===== src/shared/sarc_defines.svh =====
// timing counts and field widths of the converter read-out block
`ifndef SARC_DEFINES_SVH
`define SARC_DEFINES_SVH

`define SARC_CLK_NS         50
`define SARC_RES_W          18
`define SARC_FIFO_DEPTH     8
`define SARC_BUSY_RISE_NS   35
`define SARC_BUSY_RISE_CYC  (((`SARC_BUSY_RISE_NS / `SARC_CLK_NS) < 1) ? 1 : (`SARC_BUSY_RISE_NS / `SARC_CLK_NS))
`define SARC_BUSY_MAX_NS    1500
`define SARC_BUSY_MAX_CYC   (`SARC_BUSY_MAX_NS / `SARC_CLK_NS)
`define SARC_CONV_NS        1500
`define SARC_CONV_CYC       ((`SARC_CONV_NS / `SARC_CLK_NS) - 5)
`define SARC_EOC_BUSY_NS    10
`define SARC_EOC_BUSY_CYC   ((`SARC_EOC_BUSY_NS + `SARC_CLK_NS - 1) / `SARC_CLK_NS)
`define SARC_DURING_NS      525
`define SARC_DURING_CYC     (`SARC_DURING_NS / `SARC_CLK_NS)
`define SARC_TAIL_NS        25
`define SARC_TAIL_CYC       ((`SARC_TAIL_NS + `SARC_CLK_NS - 1) / `SARC_CLK_NS)
`define SARC_PER_DIV0       3'h2
`define SARC_PER_DIV1       3'h2
`define SARC_PER_DIV2       3'h3
`define SARC_PER_DIV3       3'h6

`endif


===== src/shared/sarc_pkg.sv =====
// types of the converter read-out block
package sarc_pkg;

   typedef enum logic [2:0] {
      ST_IDLE = 3'b000,
      ST_CONV = 3'b001,
      ST_LOAD = 3'b010,
      ST_HOLD = 3'b011,
      ST_XFER = 3'b100,
      ST_TAIL = 3'b101
   } sarc_state_t;

   typedef enum logic [1:0] {
      MD_PAR      = 2'b00,
      MD_SLAVE    = 2'b01,
      MD_M_AFTER  = 2'b10,
      MD_M_DURING = 2'b11
   } sarc_mode_t;

endpackage

===== src/design/sarc_fifo.sv =====
// result fifo with a registered read stage
`timescale 1ns/1ps
`default_nettype none

module sarc_fifo #(
   parameter int WIDTH = 18,
   parameter int DEPTH = 8
) (
   input  wire logic             clk_i,
   input  wire logic             srst_i,
   input  wire logic             in_valid_i,
   output logic                  in_ready_o,
   input  wire logic [WIDTH-1:0] in_data_i,
   output logic                  out_valid_o,
   input  wire logic             out_ready_i,
   output logic      [WIDTH-1:0] out_data_o
);
   localparam int AW = $clog2(DEPTH);

   logic [WIDTH-1:0] mem_q [DEPTH];
   logic [AW-1:0]    wptr_q;
   logic [AW-1:0]    rptr_q;
   logic [AW:0]      cnt_q;
   logic             ovalid_q;
   logic [WIDTH-1:0] odata_q;
   wire              push_w  = in_valid_i & in_ready_o;
   wire              fill_w  = (cnt_q != '0) & (~ovalid_q | out_ready_i);
   wire              drain_w = ovalid_q & out_ready_i;

   assign in_ready_o  = (cnt_q != (AW+1)'(DEPTH));
   assign out_valid_o = ovalid_q;
   assign out_data_o  = odata_q;

   always_ff @(posedge clk_i) begin
      if (push_w) begin
         mem_q[wptr_q] <= in_data_i;
      end
   end

   always_ff @(posedge clk_i) begin
      if (srst_i) begin
         wptr_q   <= '0;
         rptr_q   <= '0;
         cnt_q    <= '0;
         ovalid_q <= 1'b0;
         odata_q  <= '0;
      end else begin
         if (push_w) begin
            wptr_q <= (wptr_q == AW'(DEPTH-1)) ? '0 : wptr_q + 1'b1;
         end
         if (fill_w) begin
            rptr_q  <= (rptr_q == AW'(DEPTH-1)) ? '0 : rptr_q + 1'b1;
            odata_q <= mem_q[rptr_q];
         end
         cnt_q    <= cnt_q + (AW+1)'(push_w) - (AW+1)'(fill_w);
         ovalid_q <= fill_w | (ovalid_q & ~drain_w);
      end
   end
endmodule

`default_nettype wire


===== src/design/sarc_top.sv =====
// conversion handshake and result read-out sequencer
//
// Overview of operation
// RULE1 - busy rises promptly after start strobe falls
// RULE2 - busy at most 1.5 us per conversion
// RULE3 - busy drops at least 10 ns after end
// RULE4 - parallel result valid within 1.5 us
// RULE5 - result valid 20 ns before busy falls
// RULE6 - parallel data driven soon after bus request
// RULE7 - every result is an 18-bit word
// RULE8 - result offered is that conversion's own
// RULE9 - master serial outputs driven after chip select
// RULE10 - serial outputs released when chip select rises
// RULE11 - read-after mode: frame once conversion completes
// RULE12 - read-after mode: busy ends after frame
// RULE13 - read-during mode: frame 525 ns after start
// RULE14 - read-during mode: fast internal serial clock - code uses the divider-chosen period in this mode too
// RULE15 - slave mode: shift on external clock edge
// RULE16 - divider picks clock rate, busy stretches
// RULE17 - host waits busy, holds select through transfer
`include "sarc_defines.svh"
`timescale 1ns/1ps
`default_nettype none

module sarc_top (
   input  wire logic                   clk_i,
   input  wire logic                   srst_i,
   input  wire logic                   convert_start_n_i,
   input  wire logic                   cs_n_i,
   input  wire logic                   rd_n_i,
   input  wire logic                   mode_parallel_i,
   input  wire logic                   mode_master_i,
   input  wire logic                   mode_read_during_i,
   input  wire logic [1:0]             serial_clock_divider_i,
   input  wire logic                   ext_sclk_i,
   input  wire logic                   serial_data_in_i,
   input  wire logic [`SARC_RES_W-1:0] sample_i,
   output logic                        busy_o,
   output logic [`SARC_RES_W-1:0]      par_data_o,
   output logic                        par_data_oe_o,
   output logic                        frame_o,
   output logic                        frame_oe_o,
   output logic                        sclk_o,
   output logic                        sclk_oe_o,
   output logic                        serial_data_out_o,
   output logic                        serial_data_out_oe_o
);
   // every pin except sample_i and srst_i passes two flops before logic reads it
   logic [7:0]               pin_s1_q;
   logic [7:0]               pin_s2_q;
   logic                     cnv_s3_q;
   logic                     sck_s3_q;
   sarc_pkg::sarc_state_t    state_q;
   logic [4:0]               cnt_q;
   logic [`SARC_RES_W-1:0]   par_q;
   logic [`SARC_RES_W-1:0]   shift_q;
   logic                     xfer_q;
   logic [2:0]               phase_q;
   logic [4:0]               bits_q;
   logic                     sclk_q;
   logic [5:0]               busy_cnt_q;
   logic                     fifo_in_ready;
   logic                     fifo_out_valid;
   logic [`SARC_RES_W-1:0]   fifo_out_data;

   always_ff @(posedge clk_i) begin
      if (srst_i) begin
         pin_s1_q <= 8'hE1;
         pin_s2_q <= 8'hE1;
         cnv_s3_q <= 1'b1;
         sck_s3_q <= 1'b0;
      end else begin
         pin_s1_q <= {cs_n_i, rd_n_i, convert_start_n_i, ext_sclk_i, serial_data_in_i,
                      mode_parallel_i, mode_master_i, mode_read_during_i};
         pin_s2_q <= pin_s1_q;
         cnv_s3_q <= pin_s2_q[5];
         sck_s3_q <= pin_s2_q[4];
      end
   end

   logic [1:0] div_s1_q;
   logic [1:0] div_s2_q;
   always_ff @(posedge clk_i) begin
      if (srst_i) begin
         div_s1_q <= 2'h0;
         div_s2_q <= 2'h0;
      end else begin
         div_s1_q <= serial_clock_divider_i;
         div_s2_q <= div_s1_q;
      end
   end

   wire cs_n_w   = pin_s2_q[7];
   wire rd_n_w   = pin_s2_q[6];
   wire cnv_n_w  = pin_s2_q[5];
   wire sck_w    = pin_s2_q[4];
   wire serial_data_in_w   = pin_s2_q[3];
   wire par_w    = pin_s2_q[2];
   wire mst_w    = pin_s2_q[1];
   wire dur_w    = pin_s2_q[0];

   wire sarc_pkg::sarc_mode_t mode_w = par_w ? sarc_pkg::MD_PAR :
                                       !mst_w ? sarc_pkg::MD_SLAVE :
                                       dur_w ? sarc_pkg::MD_M_DURING : sarc_pkg::MD_M_AFTER;
   wire master_w = (mode_w == sarc_pkg::MD_M_AFTER) | (mode_w == sarc_pkg::MD_M_DURING);
   wire slave_w  = (mode_w == sarc_pkg::MD_SLAVE);

   // a strobe while busy or while the fifo is full is ignored
   wire idle_w     = (state_q == sarc_pkg::ST_IDLE);
   wire start_w    = cnv_s3_q & ~cnv_n_w & idle_w & fifo_in_ready; // see RULE17
   wire conv_end_w = (state_q == sarc_pkg::ST_CONV) & (cnt_q == 5'(`SARC_CONV_CYC - 1));
   wire during_go  = (state_q == sarc_pkg::ST_CONV) & (mode_w == sarc_pkg::MD_M_DURING)
                     & (cnt_q == 5'(`SARC_DURING_CYC - 1)) & ~xfer_q; // see RULE13
   // waiting for a read-during frame here would stretch busy past its limit
   wire load_ok_w  = (state_q == sarc_pkg::ST_LOAD) & fifo_out_valid;
   wire after_go   = load_ok_w & (mode_w == sarc_pkg::MD_M_AFTER); // see RULE11
   // read-during frames take the held word at frame start, so a load never cuts a frame
   wire ld_shift_w = load_ok_w & (mode_w != sarc_pkg::MD_M_DURING);

   // serial clock period in system cycles, chosen by the divider
   wire [2:0] per_w  = (div_s2_q == 2'h0) ? `SARC_PER_DIV0 :
                       (div_s2_q == 2'h1) ? `SARC_PER_DIV1 :
                       (div_s2_q == 2'h2) ? `SARC_PER_DIV2 : `SARC_PER_DIV3; // see RULE14 see RULE16
   wire       wrap_w = xfer_q & (phase_q == per_w - 3'h1);
   wire       last_w = wrap_w & (bits_q == 5'(`SARC_RES_W - 1));
   wire       sck_rise_w = sck_w & ~sck_s3_q & slave_w & ~cs_n_w;

   sarc_fifo #(
      .WIDTH (`SARC_RES_W),
      .DEPTH (`SARC_FIFO_DEPTH)
   ) u_fifo (
      .clk_i       (clk_i),
      .srst_i      (srst_i),
      .in_valid_i  (conv_end_w),
      .in_ready_o  (fifo_in_ready),
      .in_data_i   (sample_i),
      .out_valid_o (fifo_out_valid),
      .out_ready_i (load_ok_w),
      .out_data_o  (fifo_out_data)
   );

   always_ff @(posedge clk_i) begin
      if (srst_i) begin
         state_q <= sarc_pkg::ST_IDLE;
         cnt_q   <= 5'h00;
      end else begin
         case (state_q)
            sarc_pkg::ST_IDLE: begin
               cnt_q <= 5'h00;
               if (start_w) begin
                  state_q <= sarc_pkg::ST_CONV; // see RULE1
               end
            end
            sarc_pkg::ST_CONV: begin
               cnt_q <= cnt_q + 5'h01;
               if (conv_end_w) begin
                  state_q <= sarc_pkg::ST_LOAD;
               end
            end
            sarc_pkg::ST_LOAD: begin
               if (after_go) begin
                  state_q <= sarc_pkg::ST_XFER;
               end else if (load_ok_w) begin
                  state_q <= sarc_pkg::ST_HOLD;
               end
            end
            sarc_pkg::ST_HOLD: begin
               state_q <= sarc_pkg::ST_IDLE; // see RULE3 see RULE5
            end
            sarc_pkg::ST_XFER: begin
               if (last_w) begin
                  state_q <= sarc_pkg::ST_TAIL;
               end
            end
            sarc_pkg::ST_TAIL: begin
               state_q <= sarc_pkg::ST_IDLE; // see RULE12
            end
            default: begin
               state_q <= sarc_pkg::ST_IDLE;
            end
         endcase
      end
   end

   // result word moves from the fifo straight to par_q; read-during frames shift out the older word held in par_q
   always_ff @(posedge clk_i) begin
      if (srst_i) begin
         par_q   <= 18'h00000;
         shift_q <= 18'h00000;
      end else begin
         if (load_ok_w) begin
            par_q   <= fifo_out_data; // see RULE4 see RULE7 see RULE8
         end
         if (ld_shift_w) begin
            shift_q <= fifo_out_data; // see RULE7
         end else if (during_go) begin
            shift_q <= par_q; // see RULE13
         end else if (wrap_w) begin
            shift_q <= {shift_q[`SARC_RES_W-2:0], 1'b0};
         end else if (sck_rise_w) begin
            shift_q <= {shift_q[`SARC_RES_W-2:0], serial_data_in_w}; // see RULE15
         end
      end
   end

   always_ff @(posedge clk_i) begin
      if (srst_i) begin
         xfer_q  <= 1'b0;
         phase_q <= 3'h0;
         bits_q  <= 5'h00;
         sclk_q  <= 1'b0;
      end else begin
         if (during_go | after_go) begin
            xfer_q  <= 1'b1;
            phase_q <= 3'h0;
            bits_q  <= 5'h00;
         end else if (last_w) begin
            xfer_q <= 1'b0;
         end else if (xfer_q) begin
            phase_q <= wrap_w ? 3'h0 : phase_q + 3'h1;
            bits_q  <= wrap_w ? bits_q + 5'h01 : bits_q;
         end
         // rising edge mid-bit leaves setup and hold around it
         sclk_q <= xfer_q & ~last_w & ((phase_q + 3'h1) >= (per_w >> 1)) & ~wrap_w;
      end
   end

   always_ff @(posedge clk_i) begin
      if (srst_i) begin
         busy_cnt_q <= 6'h00;
      end else begin
         busy_cnt_q <= idle_w ? 6'h00 : ((busy_cnt_q == 6'h3F) ? busy_cnt_q : busy_cnt_q + 6'h01);
      end
   end

   assign busy_o               = ~idle_w; // see RULE2
   assign par_data_o           = par_q;
   assign par_data_oe_o        = (mode_w == sarc_pkg::MD_PAR) & ~cs_n_w & ~rd_n_w; // see RULE6
   assign frame_o              = xfer_q;
   assign sclk_o               = sclk_q;
   assign serial_data_out_o    = shift_q[`SARC_RES_W-1];
   assign frame_oe_o           = master_w & ~cs_n_w; // see RULE9 see RULE10
   assign sclk_oe_o            = master_w & ~cs_n_w;
   assign serial_data_out_oe_o = (master_w | slave_w) & ~cs_n_w;

   busy_rise_a: assert property (@(posedge clk_i) disable iff (srst_i) // see RULE1
      start_w |=> busy_o)
      else $error("busy did not rise after start");

   busy_width_a: assert property (@(posedge clk_i) disable iff (srst_i) // see RULE2
      (busy_o && mode_w != sarc_pkg::MD_M_AFTER) |-> busy_cnt_q < 6'(`SARC_BUSY_MAX_CYC))
      else $error("busy held too long");

   eoc_gap_a: assert property (@(posedge clk_i) disable iff (srst_i) // see RULE3
      conv_end_w |=> busy_o ##1 busy_o)
      else $error("busy fell too soon after conversion end");

   data_fresh_a: assert property (@(posedge clk_i) disable iff (srst_i) // see RULE8
      load_ok_w |=> par_q == $past(fifo_out_data))
      else $error("parallel data not the new result");

   data_first_a: assert property (@(posedge clk_i) disable iff (srst_i) // see RULE5
      ($fell(busy_o) && mode_w == sarc_pkg::MD_PAR) |-> $past(state_q, 2) == sarc_pkg::ST_LOAD)
      else $error("busy fell without data settled");

   release_sel_a: assert property (@(posedge clk_i) disable iff (srst_i) // see RULE10
      cs_n_w |-> !frame_oe_o && !sclk_oe_o && !serial_data_out_oe_o)
      else $error("serial pins driven with chip select high");

   tail_busy_a: assert property (@(posedge clk_i) disable iff (srst_i) // see RULE12
      ($fell(xfer_q) && state_q == sarc_pkg::ST_TAIL) |-> busy_o ##1 !busy_o)
      else $error("busy did not end one cycle after frame");

   word_len_a: assert property (@(posedge clk_i) disable iff (srst_i) // see RULE7
      $fell(xfer_q) |-> $past(bits_q) == 5'd17)
      else $error("frame did not carry 18 bits");

   during_frame_a: assert property (@(posedge clk_i) disable iff (srst_i) // see RULE13
      (start_w && mode_w == sarc_pkg::MD_M_DURING && !xfer_q) |-> ##11 xfer_q)
      else $error("read-during frame late");

   slave_shift_a: assert property (@(posedge clk_i) disable iff (srst_i) // see RULE15
      (sck_rise_w && !load_ok_w && !wrap_w) |=> serial_data_out_o == $past(shift_q[16]))
      else $error("slave bit not shifted");

endmodule

`default_nettype wire


===== config.mk =====
export PLATFORM = sky130hd
export DESIGN_NAME = sarc_top
export DESIGN_NICKNAME = d
export VERILOG_FILES = /design/src/shared/sarc_pkg.sv /design/src/design/sarc_fifo.sv /design/src/design/sarc_top.sv
export VERILOG_INCLUDE_DIRS = /design/src /design/src/shared
export SDC_FILE = /design/constraint.sdc
export NUM_CORES = 1
export LEC_CHECK = 0
export ABC_AREA = 1
export BUFFER_PORTS_ARGS = -buffer_cell sky130_fd_sc_hd__buf_2
export CAP_MARGIN = 20
export CORE_UTILIZATION = 45
export DETAILED_ROUTE_END_ITERATION = 10
export PLACE_DENSITY = 0.73
export SYNTH_ARGS = -nofsm -noshare
export SYNTH_HDL_FRONTEND = slang
export SYNTH_SLANG_ARGS = --single-unit

===== constraint.sdc =====
create_clock -name clk_i -period 3.7 [get_ports clk_i]
set_input_delay 0.555 -clock clk_i [delete_from_list [all_inputs] [get_ports clk_i]]
set_output_delay 0.555 -clock clk_i [all_outputs]
set_load 0.05 [all_outputs]

Yosys cells after proc, flatten, opt, wreduce, memory -nomap -nowiden
Memory sizes are Yosys's and may differ from the RTL's. A register that Yosys moved wholly into a read port is not among the register bits. Cells that the tools add are included.

Reduce and logical (&&, ||, !) cells: 11. Add/sub/neg operators: 8. $lt $le $gt $ge: 1. Equality and inequality tests: 20. Mux-type cells: 24. Bitwise gates (word level): 41.

Operators by type and width (count): $mux 18 (4); $mux 3 (11); $and 1x1->1 (26); $pmux 3 s4 (1); $add 5x1->5 const B (2); $eq 5x5->1 const B (2); $not 1->1 (10); $pmux 5 s2 (1); $add 3x1->3 const B (3); $eq 3x3->1 const B (3); $reduce_bool 4->1 (2); $eq 2x2->1 const B (3); $eq 5x4->1 const B (1); $mux 1 (5); $or 1x1->1 (5); $add 4x1->4 (1); $eq 2x1->1 const B (2); $logic_not 2->1 (2); $mux 2 (2); $ne 2x1->1 const B (2); $ne 2x2->1 const B (2); $ne 4x4->1 const B (1); $reduce_and 4->1 (1); $reduce_bool 2->1 (2); other kinds (11) (11).

Memories: 1. Bits in registers: 87. Logic and storage cells: 124. Bits in writable memories: 144. Output and inout port bits: 26.

Memories: u_fifo.mem_q (depth 8, width 18, read ports 1, clocked after Yosys merged registers in 1, write ports 1, RTL line sarc_fifo.sv:20) `logic [WIDTH-1:0] mem_q [DEPTH];`.

Logic depth before layout (Yosys ltp)
Depth in word-level cells: 12. Mapped depth: 13. Depth with buffers taken out: 12.

Cells and area by module
From an unflattened synthesis, not the netlist that was laid out.

Cells, all modules: 1196. Area, all modules: 10767.8 µm².

By module, submodules not included: sarc_fifo (area each 7350.8 µm², instances 1, sequential area each 4904.7 µm², cells an instance 711); sarc_top (area each 3417.0 µm², instances 1, sequential area each 1521.5 µm², cells an instance 485).

Least setup slack after synthesis
Ideal clock, no wire load.

Path type: register -> register. Start: register state_q[1]. End: memory u_fifo.mem_q[3][0], enable pin. Path buffers: 0. Setup slack: 0.944 ns. Data arrival time: 2.340 ns. Library setup time: 0.416 ns. Stages on the path, launching flop included: 8. Cells stage by stage: dfxtp_1 -> inv_1 -> nand3_4 -> inv_1 -> nand3_1 -> nor2_1 -> inv_2 -> nor3_1.

Cells in the longest elaborated chain, start to end: 5.

Ends and longest elaborated chain: start: declaration (RTL line sarc_top.sv:53) `sarc_pkg::sarc_state_t state_q;`; start signal: assignment (RTL line sarc_top.sv:144) `state_q <= sarc_pkg::ST_IDLE;`; start signal: assignment (RTL line sarc_top.sv:151) `state_q <= sarc_pkg::ST_CONV;`; start signal: assignment (RTL line sarc_top.sv:157) `state_q <= sarc_pkg::ST_LOAD;`; $eq 3x1->1 (RTL line sarc_top.sv:111) `` wire conv_end_w = (state_q == sarc_pkg::ST_CONV) & (cnt_q == 5'(`SARC_CONV_CYC - 1)); ``; $and 1x1->1 (RTL line sarc_top.sv:111); $and 1x1->1 (RTL line sarc_fifo.sv:26) `wire push_w = in_valid_i & in_ready_o;`; $mux 1 (RTL line sarc_fifo.sv:35) `if (push_w) begin`; $mux 1 (not written as such) (RTL line sarc_fifo.sv:36) `mem_q[wptr_q] <= in_data_i;`; end: declaration (RTL line sarc_fifo.sv:20).

Every way passes these cells.

Final worst setup path
Start: register state_q[0]. End: register u_fifo.cnt_q[2].

Cells in the longest elaborated chain, start to end: 5.

Ends and longest elaborated chain: $eq 3x1->1 or $eq 3x2->1 (tied branches) (RTL line sarc_top.sv:111, sarc_top.sv:115); $and 1x1->1 (on tied branches) (RTL line sarc_top.sv:111, sarc_top.sv:115); $and 1x1->1 or $or 1x1->1 (tied branches) (RTL line sarc_fifo.sv:26, sarc_fifo.sv:27); $add 4x1->4 or $and 1x1->1 (tied branches) (RTL line sarc_fifo.sv:55, sarc_fifo.sv:27); $sub 4x1->4 * (RTL line sarc_fifo.sv:55) `cnt_q <= cnt_q + (AW+1)'(push_w) - (AW+1)'(fill_w);`; end signal: assignment (RTL line sarc_fifo.sv:55); end: declaration (RTL line sarc_fifo.sv:23) `logic [AW:0] cnt_q;`.

Every way passes the cells marked *; elsewhere a longest branch is shown, timed or not. A chain may end at the register's enable or synchronous reset.

==> results.md <==
* Outcome: finished clean
* P&R area growth vs syn at 14.2%
* PD cells at 703 mW/mm2
* Worst-path clk slew at 0.06 ns
* Synth cell types at 40
* Die area at 0.0237 mm2
* Worst path depth at 13
* Sequential fraction of the synthesis area at 0.618
* Post-Syn Instances at 1063
* Core region area at 0.0226 mm2
* Initial Util at 0.459
* CTS resizes at 0
* Worst R2R Path Depth at 13
* # port buffers at 55
* Pwr Total at 8.34 mW
* Critical path destination: u_fifo.cnt_q[2]$_SDFF_PP0_
* Detail Route Antenna Nets at 0
* Via count at 7409
* Tmin final at 2.57 ns
* Routed length per instance at 15.4 um
* WP data arrival at 2.96 ns
* Commonest cells after routing, fill and taps aside: nor2_1, edfxtp_1, nand2_1
* Number of top-level pins at 56
* Commonest non-fill, non-tap cell in the layout: nor2_1
* Hold Crit Class: in2reg
* Syn Nets at 1111
* Synth Warn # at 0
* VDD IR-drop max at 653 uV
* Critical path's top delay family: adder cells
* Initial antenna violation count at 1
* Standard-cell rows at 55
* Worst setup EP type: register
* WS Path Type: reg2reg
* DRC at 0
* Critical path required time at 4.09 ns
* WHS at 0.213 ns
* Vias per std cell at 5.23
* Pins Over Slew Limit at 0
* Setup slack, reg-to-reg at 1.13 ns
* CTS tree: yes
* Clock root cell: clkbuf_16
* Drt pass-1 iters at 6
* Unrepaired setup endpoints after global routing: no
* Most frequent cell on the critical path: inv_1
* Max cap viols at 0
* DRT Wirelength at 21800 um
* Largest net degree at the start of global routing at 74
* Post-DP HPWL at 13000 um
* Final setup viols at 0
* H-tree depth at 1
* RePlAce Congestion at 0.813
* Global-route wire length before repair at 35100 um
* Setup TNS at 0 ns
* Chip Height at 154 um
* CP bufs+invs at 5
* Initial drt markers at 509
* Crit-path cells: inv_1, nand3_2, nand2_1, nand2_1, buf_4, inv_1, buf_4, ha_1, inv_1, ha_1, fa_1, xnor2_1, nor2_1
* Final global-route overflow total at 0
* Worst Tran Pin Value at 0.959 ns
* Crit Path Max Fanout at 25
* Syn avg cell area at 9.77 um2
* Worst path max stage delay at 0.39 ns
* Vias in the first global route at 6782
* Relative slew slack at 0.360
* Placed Area at 0.0109 mm2
* Clock buffer depth at 3
* Total clock sinks at 249
* Setup repair bufs after CTS at 0
* TritonCTS buffer count at 26
* Critical-path top delay cell: dfxtp_1
* Tcrit/Tclk final at 0.695
* Worst Setup Start Kind: register
* Die W at 154 um
* RR Startpoint: state_q[0]$_SDFFE_PP0P_
* Hold buffers post-CTS at 0
* Reg2reg end: u_fifo.cnt_q[2]$_SDFF_PP0_
* Clock skew at 0.0116 ns
* GRT Util Overall at 0.186
* Final nets at 1157
* Final Hold Fails at 0
* Post-Syn Area at 0.0104 mm2
* FMAX at 389 MHz
* Layout cells sized above 1 at 0.140
* Leak at 4.67 nW
* Origin of the worst setup path: state_q[0]$_SDFFE_PP0P_
* Finished Cell Area at 0.0119 mm2
* Worst-Skew Late Latency at 0.53 ns
* Seq cells post-synth at 249
==> per-layer routing <==
metal,GRT usage,vias to the layer above,part of all wire
li1,-,3684,-
met1,0.251,3518,0.46
met2,0.313,177,0.48
met3,0.0287,30,0.055
met4,0.0471,0,0.015
met5,0,-,0
==> sequential cells by signal (all words and copies together), names as in the netlist <==
signal              flops
pin_s1_q                8
bits_q                  5
cnt_q                   5
u_fifo.mem_q          144
cnv_s3_q                1
u_fifo.out_valid_o      1
u_fifo.cnt_q            4
frame_o                 1
sclk_o                  1
par_data_o             18
div_s1_q                2
u_fifo.out_data_o      18
shift_q                18
div_s2_q                2
phase_q                 3
pin_s2_q                8
state_q                 3
sck_s3_q                1
u_fifo.rptr_q           3
u_fifo.wptr_q           3
==> where the power goes <==
group	internal [mW]	total, mW	switching (mW)
combinational	0.713	2.17	1.46
clock	1.70	2.75	1.05
sequential	3.16	3.42	0.257
==> cell type report <==
cell class	count	area (um2)
Clock inverter	10	164
Sequential cell	249	6430
Tap cell	285	357
Fill cell	1983	10800
Multi-Input combinational cell	658	3340
Antenna cell	2	5.00
Timing Repair Buffer	73	423
Inverter	101	384
Clock buffer	38	757
==> per-stage QoR <==
| stage | worst slack [ns] | utilization | instances |
|---|---|---|---|
| detailed placement | 1.17 | 0.483 | 1366 |
| global route | 0.940 | 0.524 | 1415 |
| CTS | 1.15 | 0.524 | 1414 |
| global placement | 1.22 | 0.482 | 1365 |
| floorplan | 0.944 | - | 1063 |
| finish | 1.13 | 0.524 | 1416 |
==> synth_stat cells, drive strengths merged <==
master | number | area share
clkinv | 1 | 0.00036
nand3b | 3 | 0.0022
a21oi | 60 | 0.030
a31oi | 1 | 0.00060
a21boi | 1 | 0.0011
a211oi | 4 | 0.0029
o21bai | 1 | 0.00072
nand3 | 89 | 0.045
nand4 | 4 | 0.0024
xor2 | 1 | 0.00084
nor3 | 10 | 0.0048
fa | 1 | 0.0019
o211ai | 37 | 0.027
xnor2 | 2 | 0.0017
edfxtp | 144 | 0.42
nor3b | 1 | 0.00072
o21ai | 99 | 0.048
inv | 100 | 0.037
clkbuf | 26 | 0.0094
dfxtp | 105 | 0.20
nand2 | 132 | 0.051
buf | 29 | 0.017
or2 | 10 | 0.0060
nor2 | 185 | 0.071
ha | 17 | 0.020
==> cell families (layout without fill, tap and decap cells) <==
kind of cell	count (synthesis)	count (layout)	share of synthesized area
AOI/OAI and AO/OA	203	203	0.110
xor gates and xnor gates	3	3	0.00253
adders and majority gates	18	18	0.0224
buffers and inverters	156	222	0.0635
DFF	249	249	0.618
other	0	2	0
and+or+nand+nor	434	434	0.183
==> how the worst min path moves through the flow <==
stage | from | to | slack [ns] | depth (start not counted)
after floorplan | div_s1_q[0]$_SDFF_PP0_ | div_s2_q[0]$_SDFF_PP0_ | 0.39 | 2
after global placement | div_s1_q[0]$_SDFF_PP0_ | div_s2_q[0]$_SDFF_PP0_ | 0.39 | 2
after detailed placement | div_s1_q[0]$_SDFF_PP0_ | div_s2_q[0]$_SDFF_PP0_ | 0.39 | 2
after CTS | cs_n_i | pin_s1_q[7]$_SDFF_PP1_ | 0.20 | 2
after global routing | convert_start_n_i | pin_s1_q[5]$_SDFF_PP1_ | 0.21 | 2
final | convert_start_n_i | pin_s1_q[5]$_SDFF_PP1_ | 0.21 | 2
Note: power is estimated with default switching activity, not from simulation.
